<file path="config.mk">
export PLATFORM = sky130hd
export DESIGN_NAME = tpw_timer
export DESIGN_NICKNAME = d
export VERILOG_FILES = /design/src/hw/tpw_pkg.sv /design/src/hw/tpw_timer.sv
export VERILOG_INCLUDE_DIRS = /design/src /design/src/hw
export SDC_FILE = /design/constraint.sdc
export NUM_CORES = 1
export LEC_CHECK = 0
export BUFFER_PORTS_ARGS = -buffer_cell sky130_fd_sc_hd__buf_4
export CORE_MARGIN = 5
export CORE_UTILIZATION = 40
export CTS_CLUSTER_SIZE = 10
export DETAILED_ROUTE_END_ITERATION = 6
export REMOVE_ABC_BUFFERS = 1
export SETUP_SLACK_MARGIN = 0.4
export SLEW_MARGIN = 20
export SYNTH_ARGS = -nofsm -noshare
export SYNTH_HDL_FRONTEND = slang
export SYNTH_SLANG_ARGS = --single-unit
</file>
<file path="constraint.sdc">
create_clock -name core_clk -period 5.51 [get_ports core_clk]
set_input_delay 0.2755 -clock core_clk [delete_from_list [all_inputs] [get_ports core_clk]]
set_output_delay 0.2755 -clock core_clk [all_outputs]
set_load 0.005 [all_outputs]
</file>
<file path="src/hw/tpw_cfg.svh">
/*
 * register offsets, field positions, reset values and timing counts
 * for the dual-slope pwm timer block.
 * assumes: included by its bare name from the design, monitor and bench.
 */
`ifndef TPW_CFG_SVH
`define TPW_CFG_SVH

// register indices on the plain register port
`define TPW_ADDR_OMC        6'h30
`define TPW_ADDR_CMC        6'h33
`define TPW_ADDR_CNT        6'h32
`define TPW_ADDR_CMPA       6'h36
`define TPW_ADDR_CMPB       6'h3c
`define TPW_ADDR_FLAGS      6'h38

// output mode control fields
`define TPW_OMC_A_HI        7
`define TPW_OMC_A_LO        6
`define TPW_OMC_B_HI        5
`define TPW_OMC_B_LO        4
`define TPW_OMC_WMASK       8'hf3
`define TPW_OMC_RESET       8'h00

// clock mode control fields
`define TPW_CMC_UPPER       3
`define TPW_CMC_CS_HI       2
`define TPW_CMC_WMASK       8'h0f
`define TPW_CMC_RESET       8'h00

// flag register bits
`define TPW_FLAG_WRAP       0
`define TPW_FLAG_MATCH_A    1
`define TPW_FLAG_MATCH_B    2

// counter limits
`define TPW_BOTTOM          8'h00
`define TPW_MAX             8'hff

// prescale terminal counts (factor minus one)
`define TPW_DIV8_LAST       10'h007
`define TPW_DIV64_LAST      10'h03f
`define TPW_DIV256_LAST     10'h0ff
`define TPW_DIV1024_LAST    10'h3ff

`endif

</file>
<file path="src/hw/tpw_pkg.sv">
/*
 * types for the dual-slope pwm timer block.
 * assumes: tpw_cfg.svh on the include path.
 */
package tpw_pkg;

    typedef enum logic [2:0] {
        TPW_SHAPE_NORMAL,
        TPW_SHAPE_PC_FF,
        TPW_SHAPE_CTC,
        TPW_SHAPE_FAST_FF,
        TPW_SHAPE_RSV4,
        TPW_SHAPE_PC_CMP,
        TPW_SHAPE_RSV6,
        TPW_SHAPE_FAST_CMP
    } tpw_shape_e;

    typedef struct packed {
        logic [5:0] addr;
        logic [7:0] wdata;
        logic       wr;
        logic       rd;
    } tpw_bus_req_s;

    typedef struct packed {
        logic wave_a;
        logic wave_b;
        logic override_a;
        logic override_b;
    } tpw_pins_s;

endpackage : tpw_pkg

</file>
<file path="src/hw/tpw_timer.sv">
/*
 * dual-slope pwm timer with output a/b compare actions and register port.
 * assumes: one clock core_clk, synchronous active-high reset, a register
 * master that holds strobes for one cycle and takes read data next cycle.
 */
// Behaviour
// - shape select 1 or 5 is dual-slope; top 0xff or compare a.
// - dual-slope counts up to top then down to bottom, repeating.
// - counter holds top for exactly one tick before decrementing.
// - wrap flag sets each time counter reaches bottom in dual-slope.
// - action 10 dual-slope clears on up match, sets on down match.
// - action 11 dual-slope sets on up match, clears on down match.
// - action 01 in pwm toggles a when upper bit set, else disconnected.
// - action 00 disconnects output, pin stays under port control.
// - nonzero action overrides pin, except 01 in pwm (b always, a without upper bit); software must also set pin direction.
// - non-pwm modes: 01 toggles, 10 clears, 11 sets on match.
// - fast pwm: 10 clears on match sets at bottom; 11 opposite.
// - fast pwm, compare equals top, upper bit: match ignored, bottom acts.
// - dual-slope, compare equals top, upper bit: match ignored, top acts.
// - dual-slope, action 10: compare at bottom gives constant low, at max constant high; 11 the opposite.
// - output while compare is max equals down-match result.
// - start above compare still gives symmetric transition at bottom.
// - with top 0xff the period is 510 ticks; prescale 1..1024.
// - fully synchronous; prescaled tick only enables counting, output updates, compare load and flags.
// - control a: a action 7:6, b action 5:4, mode 1:0, 3:2 zero.
// - new action value takes effect at first compare match after write.
// - upper mode bit in control b, forms three-bit shape select.
`timescale 1ns/1ps
`include "tpw_cfg.svh"

module tpw_timer (
    input  wire logic              core_clk,
    input  wire logic              reset,
    input  wire tpw_pkg::tpw_bus_req_s bus_req,
    output logic [7:0]             bus_rdata,
    output logic                   wave_out_a,
    output logic                   wave_out_b,
    output logic                   wave_a_override,
    output logic                   wave_b_override,
    output logic                   wrap_flag,
    output logic                   match_a_flag,
    output logic                   match_b_flag
);
    import tpw_pkg::*;

    // registers
    logic [7:0] omc_q;
    logic [7:0] cmc_q;
    logic [7:0] count_q;
    logic [7:0] cmpa_buf_q;
    logic [7:0] cmpb_buf_q;
    logic [7:0] cmpa_q;
    logic [7:0] cmpb_q;
    logic       down_q;
    logic [9:0] pre_q;
    logic       wave_a_q;
    logic       wave_b_q;
    logic [2:0] flags_q;
    logic [7:0] rdata_q;
    logic       ovr_a_q;
    logic       ovr_b_q;

    // decoded configuration
    wire logic [1:0] out_a_action = omc_q[`TPW_OMC_A_HI:`TPW_OMC_A_LO];
    wire logic [1:0] out_b_action = omc_q[`TPW_OMC_B_HI:`TPW_OMC_B_LO];
    wire logic       wave_shape_upper_bit = cmc_q[`TPW_CMC_UPPER];
    wire tpw_shape_e wave_shape_select =
        tpw_shape_e'({wave_shape_upper_bit, omc_q[1:0]});
    wire logic [2:0] clk_sel = cmc_q[`TPW_CMC_CS_HI:0];

    function automatic logic is_dual(input tpw_shape_e s);
        is_dual = (s == TPW_SHAPE_PC_FF) || (s == TPW_SHAPE_PC_CMP);
    endfunction : is_dual

    function automatic logic is_fast(input tpw_shape_e s);
        is_fast = (s == TPW_SHAPE_FAST_FF) || (s == TPW_SHAPE_FAST_CMP);
    endfunction : is_fast

    wire logic dual = is_dual(wave_shape_select);
    wire logic fast = is_fast(wave_shape_select);
    wire logic top_from_cmp = wave_shape_select == TPW_SHAPE_PC_CMP ||
                              wave_shape_select == TPW_SHAPE_FAST_CMP ||
                              wave_shape_select == TPW_SHAPE_CTC;
    // compare registers in use: buffered in pwm modes, direct otherwise
    wire logic [7:0] cmpa_use = (dual || fast) ? cmpa_q : cmpa_buf_q;
    wire logic [7:0] cmpb_use = (dual || fast) ? cmpb_q : cmpb_buf_q;
    wire logic [7:0] top_val = top_from_cmp ? cmpa_use : `TPW_MAX;

    // prescaled tick, an enable only
    wire logic pre_hit =
        (clk_sel == 3'h2 && {7'h00, pre_q[2:0]} == `TPW_DIV8_LAST) ||
        (clk_sel == 3'h3 && {4'h0, pre_q[5:0]} == `TPW_DIV64_LAST) ||
        (clk_sel == 3'h4 && {2'h0, pre_q[7:0]} == `TPW_DIV256_LAST) ||
        (clk_sel == 3'h5 && pre_q == `TPW_DIV1024_LAST);
    wire logic timer_tick_enable = (clk_sel == 3'h1) || pre_hit;

    // counter stepping
    wire logic at_top    = count_q == top_val;
    wire logic at_bottom = count_q == `TPW_BOTTOM;
    // direction for this tick: turn at top after showing it once
    wire logic going_down = dual && (down_q || at_top) && !at_bottom;
    logic [7:0] count_d;
    always_comb begin
        if (dual) begin
            if (at_top && !down_q)
                count_d = count_q - 8'h01;
            else if (down_q && !at_bottom)
                count_d = count_q - 8'h01;
            else
                count_d = count_q + 8'h01;
        end else if (at_top && wave_shape_select != TPW_SHAPE_NORMAL) begin
            count_d = `TPW_BOTTOM;
        end else begin
            count_d = count_q + 8'h01;
        end
    end
    wire logic down_d = dual ? ((down_q && !at_bottom) ||
                                (!down_q && at_top)) : 1'b0;
    // reaching bottom on the next count; top: at top now, before turning
    wire logic next_bottom = count_d == `TPW_BOTTOM;
    wire logic next_top    = dual && at_top && !down_q;

    // compare match on the value present during this tick
    wire logic match_a = count_q == cmpa_use;
    wire logic match_b = count_q == cmpb_use;

    // wave a/b action; returns {act, level_or_toggle, is_toggle}
    function automatic logic [2:0] act_of(
        input logic [1:0] act,
        input logic       mtch,
        input logic       down,
        input logic       bottom,
        input logic       topped,
        input logic       cmp_is_top,
        input logic       allow_tog,
        input logic       d_mode,
        input logic       f_mode,
        input logic       up_bit
    );
        act_of = 3'b000;
        if (act == 2'b00) begin
            act_of = 3'b000;
        end else if (!d_mode && !f_mode) begin
            if (mtch) begin
                if (act == 2'b01)
                    act_of = 3'b101;
                else
                    act_of = {1'b1, act[0], 1'b0};
            end
        end else if (act == 2'b01) begin
            if (allow_tog && up_bit && mtch)
                act_of = 3'b101;
        end else if (f_mode) begin
            if (bottom)
                act_of = {1'b1, ~act[0], 1'b0};
            else if (mtch && !cmp_is_top)
                act_of = {1'b1, act[0], 1'b0};
        end else begin
            // compare at top: level as after a down match, so it stays steady
            if (topped && cmp_is_top)
                act_of = {1'b1, ~act[0], 1'b0};
            else if (bottom)
                act_of = {1'b1, ~act[0], 1'b0};
            else if (mtch && !cmp_is_top)
                act_of = {1'b1, act[0] ^ down, 1'b0};
        end
    endfunction : act_of

    // at bottom, unless compare is also bottom, the level is forced to the down-match result, which keeps
    // the waveform symmetric even if the up match was missed
    wire logic [2:0] act_a = act_of(out_a_action, match_a, going_down,
        at_bottom && (fast ? count_q != cmpa_use : 1'b1) ?
            (fast ? 1'b0 : (count_q != cmpa_use)) : 1'b0,
        at_top && !down_q, cmpa_use == top_val, 1'b1, dual, fast,
        wave_shape_upper_bit);
    wire logic [2:0] act_b = act_of(out_b_action, match_b, going_down,
        dual && at_bottom && count_q != cmpb_use,
        at_top && !down_q, cmpb_use == top_val, 1'b0, dual, fast,
        wave_shape_upper_bit);
    // fast pwm bottom action happens as the counter wraps to bottom
    wire logic fa_bot = fast && at_top;
    wire logic [2:0] act_a_f = act_of(out_a_action, match_a, 1'b0, fa_bot,
        1'b0, cmpa_use == top_val, 1'b1, 1'b0, 1'b1, wave_shape_upper_bit);
    wire logic [2:0] act_b_f = act_of(out_b_action, match_b, 1'b0, fa_bot,
        1'b0, cmpb_use == top_val, 1'b0, 1'b0, 1'b1, wave_shape_upper_bit);
    wire logic [2:0] sel_a = fast ? act_a_f : act_a;
    wire logic [2:0] sel_b = fast ? act_b_f : act_b;

    // actions read live bits, so a new value acts at the next match
    wire logic wave_a_d = !sel_a[2] ? wave_a_q :
                          (sel_a[0] ? ~wave_a_q : sel_a[1]);
    wire logic wave_b_d = !sel_b[2] ? wave_b_q :
                          (sel_b[0] ? ~wave_b_q : sel_b[1]);

    // register port decode
    wire logic wr_omc  = bus_req.wr && bus_req.addr == `TPW_ADDR_OMC;
    wire logic wr_cmc  = bus_req.wr && bus_req.addr == `TPW_ADDR_CMC;
    wire logic wr_cnt  = bus_req.wr && bus_req.addr == `TPW_ADDR_CNT;
    wire logic wr_cmpa = bus_req.wr && bus_req.addr == `TPW_ADDR_CMPA;
    wire logic wr_cmpb = bus_req.wr && bus_req.addr == `TPW_ADDR_CMPB;
    wire logic wr_flg  = bus_req.wr && bus_req.addr == `TPW_ADDR_FLAGS;
    logic [7:0] rd_mux;
    always_comb begin
        unique case (bus_req.addr)
            `TPW_ADDR_OMC:   rd_mux = omc_q;
            `TPW_ADDR_CMC:   rd_mux = cmc_q;
            `TPW_ADDR_CNT:   rd_mux = count_q;
            `TPW_ADDR_CMPA:  rd_mux = cmpa_buf_q;
            `TPW_ADDR_CMPB:  rd_mux = cmpb_buf_q;
            `TPW_ADDR_FLAGS: rd_mux = {5'h00, flags_q};
            default:         rd_mux = 8'h00;
        endcase
    end

    // flag events, set wins over a write-one clear
    wire logic wrap_ev = timer_tick_enable &&
        (dual ? next_bottom && down_q : at_top && !top_from_cmp);
    wire logic [2:0] flag_set = {timer_tick_enable && match_b,
                                 timer_tick_enable && match_a, wrap_ev};
    wire logic [2:0] flag_clr = wr_flg ? bus_req.wdata[2:0] : 3'h0;
    wire logic [2:0] flags_d = flag_set | (flags_q & ~flag_clr);

    always_ff @(posedge core_clk) begin
        if (reset) begin
            omc_q <= `TPW_OMC_RESET;
            cmc_q <= `TPW_CMC_RESET;
        end else begin
            if (wr_omc)
                omc_q <= bus_req.wdata & `TPW_OMC_WMASK;
            if (wr_cmc)
                cmc_q <= bus_req.wdata & `TPW_CMC_WMASK;
        end
    end

    always_ff @(posedge core_clk) begin
        if (reset)
            pre_q <= 10'h000;
        else
            pre_q <= pre_q + 10'h001;
    end

    always_ff @(posedge core_clk) begin
        if (reset) begin
            count_q <= `TPW_BOTTOM;
            down_q  <= 1'b0;
        end else if (wr_cnt) begin
            count_q <= bus_req.wdata;
            down_q  <= 1'b0;
        end else if (timer_tick_enable) begin
            count_q <= count_d;
            down_q  <= down_d;
        end
    end

    always_ff @(posedge core_clk) begin
        if (reset) begin
            cmpa_buf_q <= 8'h00;
            cmpb_buf_q <= 8'h00;
        end else begin
            if (wr_cmpa)
                cmpa_buf_q <= bus_req.wdata;
            if (wr_cmpb)
                cmpb_buf_q <= bus_req.wdata;
        end
    end

    // active compare load: at top in dual-slope, at bottom in fast pwm
    wire logic load_cmp = !(dual || fast) ||
        (timer_tick_enable && (dual ? next_top : at_top));
    always_ff @(posedge core_clk) begin
        if (reset) begin
            cmpa_q <= 8'h00;
            cmpb_q <= 8'h00;
        end else if (load_cmp) begin
            cmpa_q <= cmpa_buf_q;
            cmpb_q <= cmpb_buf_q;
        end
    end

    always_ff @(posedge core_clk) begin
        if (reset) begin
            wave_a_q <= 1'b0;
            wave_b_q <= 1'b0;
            flags_q  <= 3'h0;
        end else begin
            if (timer_tick_enable) begin
                wave_a_q <= wave_a_d;
                wave_b_q <= wave_b_d;
            end
            flags_q <= flags_d;
        end
    end

    // pin override when action nonzero, but 01 in pwm: b never, a only with upper bit
    wire logic ovr_a_d = out_a_action != 2'b00 &&
        !((dual || fast) && out_a_action == 2'b01 &&
          !wave_shape_upper_bit);
    wire logic ovr_b_d = out_b_action != 2'b00 &&
        !((dual || fast) && out_b_action == 2'b01);
    always_ff @(posedge core_clk) begin
        if (reset) begin
            rdata_q <= 8'h00;
            ovr_a_q <= 1'b0;
            ovr_b_q <= 1'b0;
        end else begin
            rdata_q <= bus_req.rd ? rd_mux : 8'h00;
            ovr_a_q <= ovr_a_d;
            ovr_b_q <= ovr_b_d;
        end
    end

    assign bus_rdata       = rdata_q;
    assign wave_out_a      = wave_a_q;
    assign wave_out_b      = wave_b_q;
    assign wave_a_override = ovr_a_q;
    assign wave_b_override = ovr_b_q;
    assign wrap_flag       = flags_q[`TPW_FLAG_WRAP];
    assign match_a_flag    = flags_q[`TPW_FLAG_MATCH_A];
    assign match_b_flag    = flags_q[`TPW_FLAG_MATCH_B];

endmodule : tpw_timer

</file>
==> results.json <==
{
  "rsz0062_at_grt": "false",
  "clk_pin_slew_ns": 0.06,
  "dp_worst_setup_slack_ns": 1.642,
  "place_hpwl_um": 11040,
  "area_delta_synth_final_pct": 11.26,
  "peakVddDrop_mv": 0.1849,
  "setup_ws_ns": 1.566,
  "fmax_mhz": 253.5,
  "ioPinCount": 33,
  "cp-end-kind": "register",
  "cts_setup_buffers": 0,
  "dpl-instance-area_um2": 5139,
  "cts_max_path_buffers": 2,
  "dr.pass1.iters": 5,
  "leakage_nw": 1.938,
  "root_buffer": "clkbuf_16",
  "netlist_area_um2": 4880,
  "initial_core_util_pct": 40.79,
  "avgViaCountPerCell": 6.294,
  "row_count": 40,
  "synth_edf_count": 0,
  "holdWs_ns": 0.2290,
  "vias": 4916,
  "drt-initial-drc-count": 458,
  "wl_per_cell_um": 19.95,
  "maxSlewViolCount": 0,
  "layout-drive-gt1-share_pct": 11.67,
  "critPathMaxFanout": 44,
  "ys.flop_type": "dfxtp_1",
  "core_area_um2": 11960,
  "diodes": 0,
  "p_total_mw": 1.223,
  "critPathArrivalTime_ns": 4.20,
  "cts_hold_buf": 0,
  "layoutNonFillerInstCount": 781,
  "min_path_type": "input port to register",
  "max_cap_violations": 0,
  "ys_warn_count": 0,
  "die_h_um": 120.5,
  "max_slew_margin_pct": 26.54,
  "antenna_found_initial": 0,
  "clk_latency_ns": 0.35,
  "power_density_nw_per_um2": 225.2,
  "synthArstFlopShare_pct": 0,
  "finalWorstPathRequiredPeriod_ns": 3.944,
  "postLayoutCoreUtil_pct": 45.39,
  "crit_type": "register to register",
  "grt_pass1_vias": 4626,
  "htree_levels": 3,
  "grt_pass1_wl_um": 24740,
  "cts_resized": 0,
  "gr-usage-all-layers_pct": 21.65,
  "final_design_area_no_fill_um2": 5429,
  "grt_max_degree": 71,
  "drc": 0,
  "cts.sinks": 76,
  "cts_tree": "yes",
  "die-area_um2": 14510,
  "overflow": 0,
  "synth_cell_types": 73,
  "tightest_slew_ns": 1.102,
  "gp_congestion": 0.9532,
  "synthCells": 625,
  "nNetsFinal": 653,
  "setup_viol": 0,
  "port_buffers": 32,
  "dp_cells": 766,
  "yosysSeqAreaShare_pct": 31.18,
  "fin_skew_ns": 0.009039,
  "fin_crit_sh_pct": 71.58,
  "drt_wl_total_um": 15580,
  "crit_required_ns": 5.76,
  "synth-seq-cells": 76,
  "hold_viol": 0,
  "ant_nets": 0,
  "fin_setup_tns_ns": 0,
  "cts_made_buffers": 9,
  "dieWidth_um": 120.5,
  "synth_area_per_cell_um2": 7.807,
  "critPathLaunchType": "register",
  "status": "complete, no violations"
}
-- flip-flops by register name, summed over array words and instances, names as in the netlist --
signal           count
wave_b_override      1
wave_out_a           1
pre_q               10
bus_rdata            8
cmpa_buf_q           8
cmpb_q               8
flags_q              3
cmpa_q               8
cmpb_buf_q           8
wave_out_b           1
count_q              8
down_q               1
wave_a_override      1
cmc_q                4
omc_q                6
-- layout by cell type (no fill, tap or decap), types with 3 or more instances in the layout --
master,count
o211ai_1,4
dfxtp_1,75
ha_1,5
a311o_1,3
inv_1,14
nor2_1,68
or4_1,3
and4b_1,3
buf_4,36
nor3_1,18
o21ai_0,12
o22ai_1,4
a211o_1,5
nand4_1,6
a222oi_1,6
mux2i_1,33
a211oi_1,3
xnor2_1,20
o21a_1,5
a21oi_1,55
mux2_2,3
a31oi_1,3
xor2_1,14
nor4_1,7
a22oi_1,7
and3_1,6
nor4_2,4
nand3_1,50
nand2_1,81
a311oi_1,7
nand2b_1,5
and3b_1,4
clkbuf_16,9
nor2b_1,4
-- final timing paths --
path	startpoint	end	slack (ns)	cells past startpoint
max reg2reg	omc_q[0]	count_q[5]	1.57	9
min	bus_req[4]	cmpa_buf_q[2]	0.23	3
min reg2reg	pre_q[0]	pre_q[0]	0.46	1
max	omc_q[0]	count_q[5]	1.57	9
-- power by group --
part | leakage [nW] | switching, mW | internal, mW
sequential | 0.613 | 0.00682 | 0.553
combinational | 1.18 | 0.0450 | 0.0226
clock | 0.142 | 0.246 | 0.349
total | 1.94 | 0.298 | 0.925
-- per-layer routing --
metal,up-vias,wire length [µm],GRT usage (%)
met5,-,0,0
met4,0,497,9.348
met3,32,1264,5.613
met2,237,6962,32.87
met1,2362,6856,28.99
li1,2285,-,-
-- Yosys cell counts, drive strengths merged, types with 3 or more instances --
cell | count | area share, %
nand2 | 83 | 6.5
dfxtp | 76 | 31
nor2 | 68 | 5.2
a21oi | 55 | 5.6
nand3 | 50 | 5.1
mux2i | 34 | 7.2
clkbuf | 28 | 2.2
xnor2 | 20 | 3.6
nor3 | 18 | 1.8
buf | 14 | 1.9
inv | 14 | 1.1
o21ai | 14 | 1.4
xor2 | 14 | 2.5
nor4 | 11 | 1.9
a22oi | 7 | 1.1
a311oi | 7 | 1.3
a222oi | 6 | 1.2
and3 | 6 | 0.77
nand4 | 6 | 0.77
a211o | 5 | 0.90
a211oi | 5 | 1.1
ha | 5 | 1.3
nand2b | 5 | 0.64
nor4b | 5 | 1.5
o21a | 5 | 0.77
and3b | 4 | 0.72
mux2 | 4 | 0.92
nor2b | 4 | 0.51
o211ai | 4 | 0.62
o22ai | 4 | 0.51
a311o | 3 | 0.62
a31oi | 3 | 0.38
and2 | 3 | 0.44
and4b | 3 | 0.62
or4 | 3 | 0.46
-- layout make-up --
class	instances	area, µm²
clock inverter	6	65.06
inverter	14	52.55
clock buffer	9	225.2
fill	1188	6533
sequential	76	1523
timing repair buffer	36	270.3
tap	147	183.9
multi-input combinational	493	3109
-- critical path, cell delays in order (launching register included) --
cell       delay (ns)
dfxtp_2          1.06
mux2i_1          0.38
a22o_1           0.40
a2111oi_4        0.37
nand3_1          0.20
o31a_1           0.49
mux2i_1          0.25
mux2i_1          0.32
nand2_1          0.10
a311oi_1         0.26
-- kinds of logic after synthesis --
logic type / count (synthesis) / synth area share, %
adder cells (fa/ha/maj): 5 / 1.282
buffers and inverters: 56 / 5.103
AO/OA/AOI/OAI: 140 / 19.97
multiplexers: 38 / 8.154
AND/OR/NAND/NOR: 276 / 28.21
flip-flops: 76 / 31.18
XOR/XNOR: 34 / 6.103
Power figures use the tool's default switching activity.
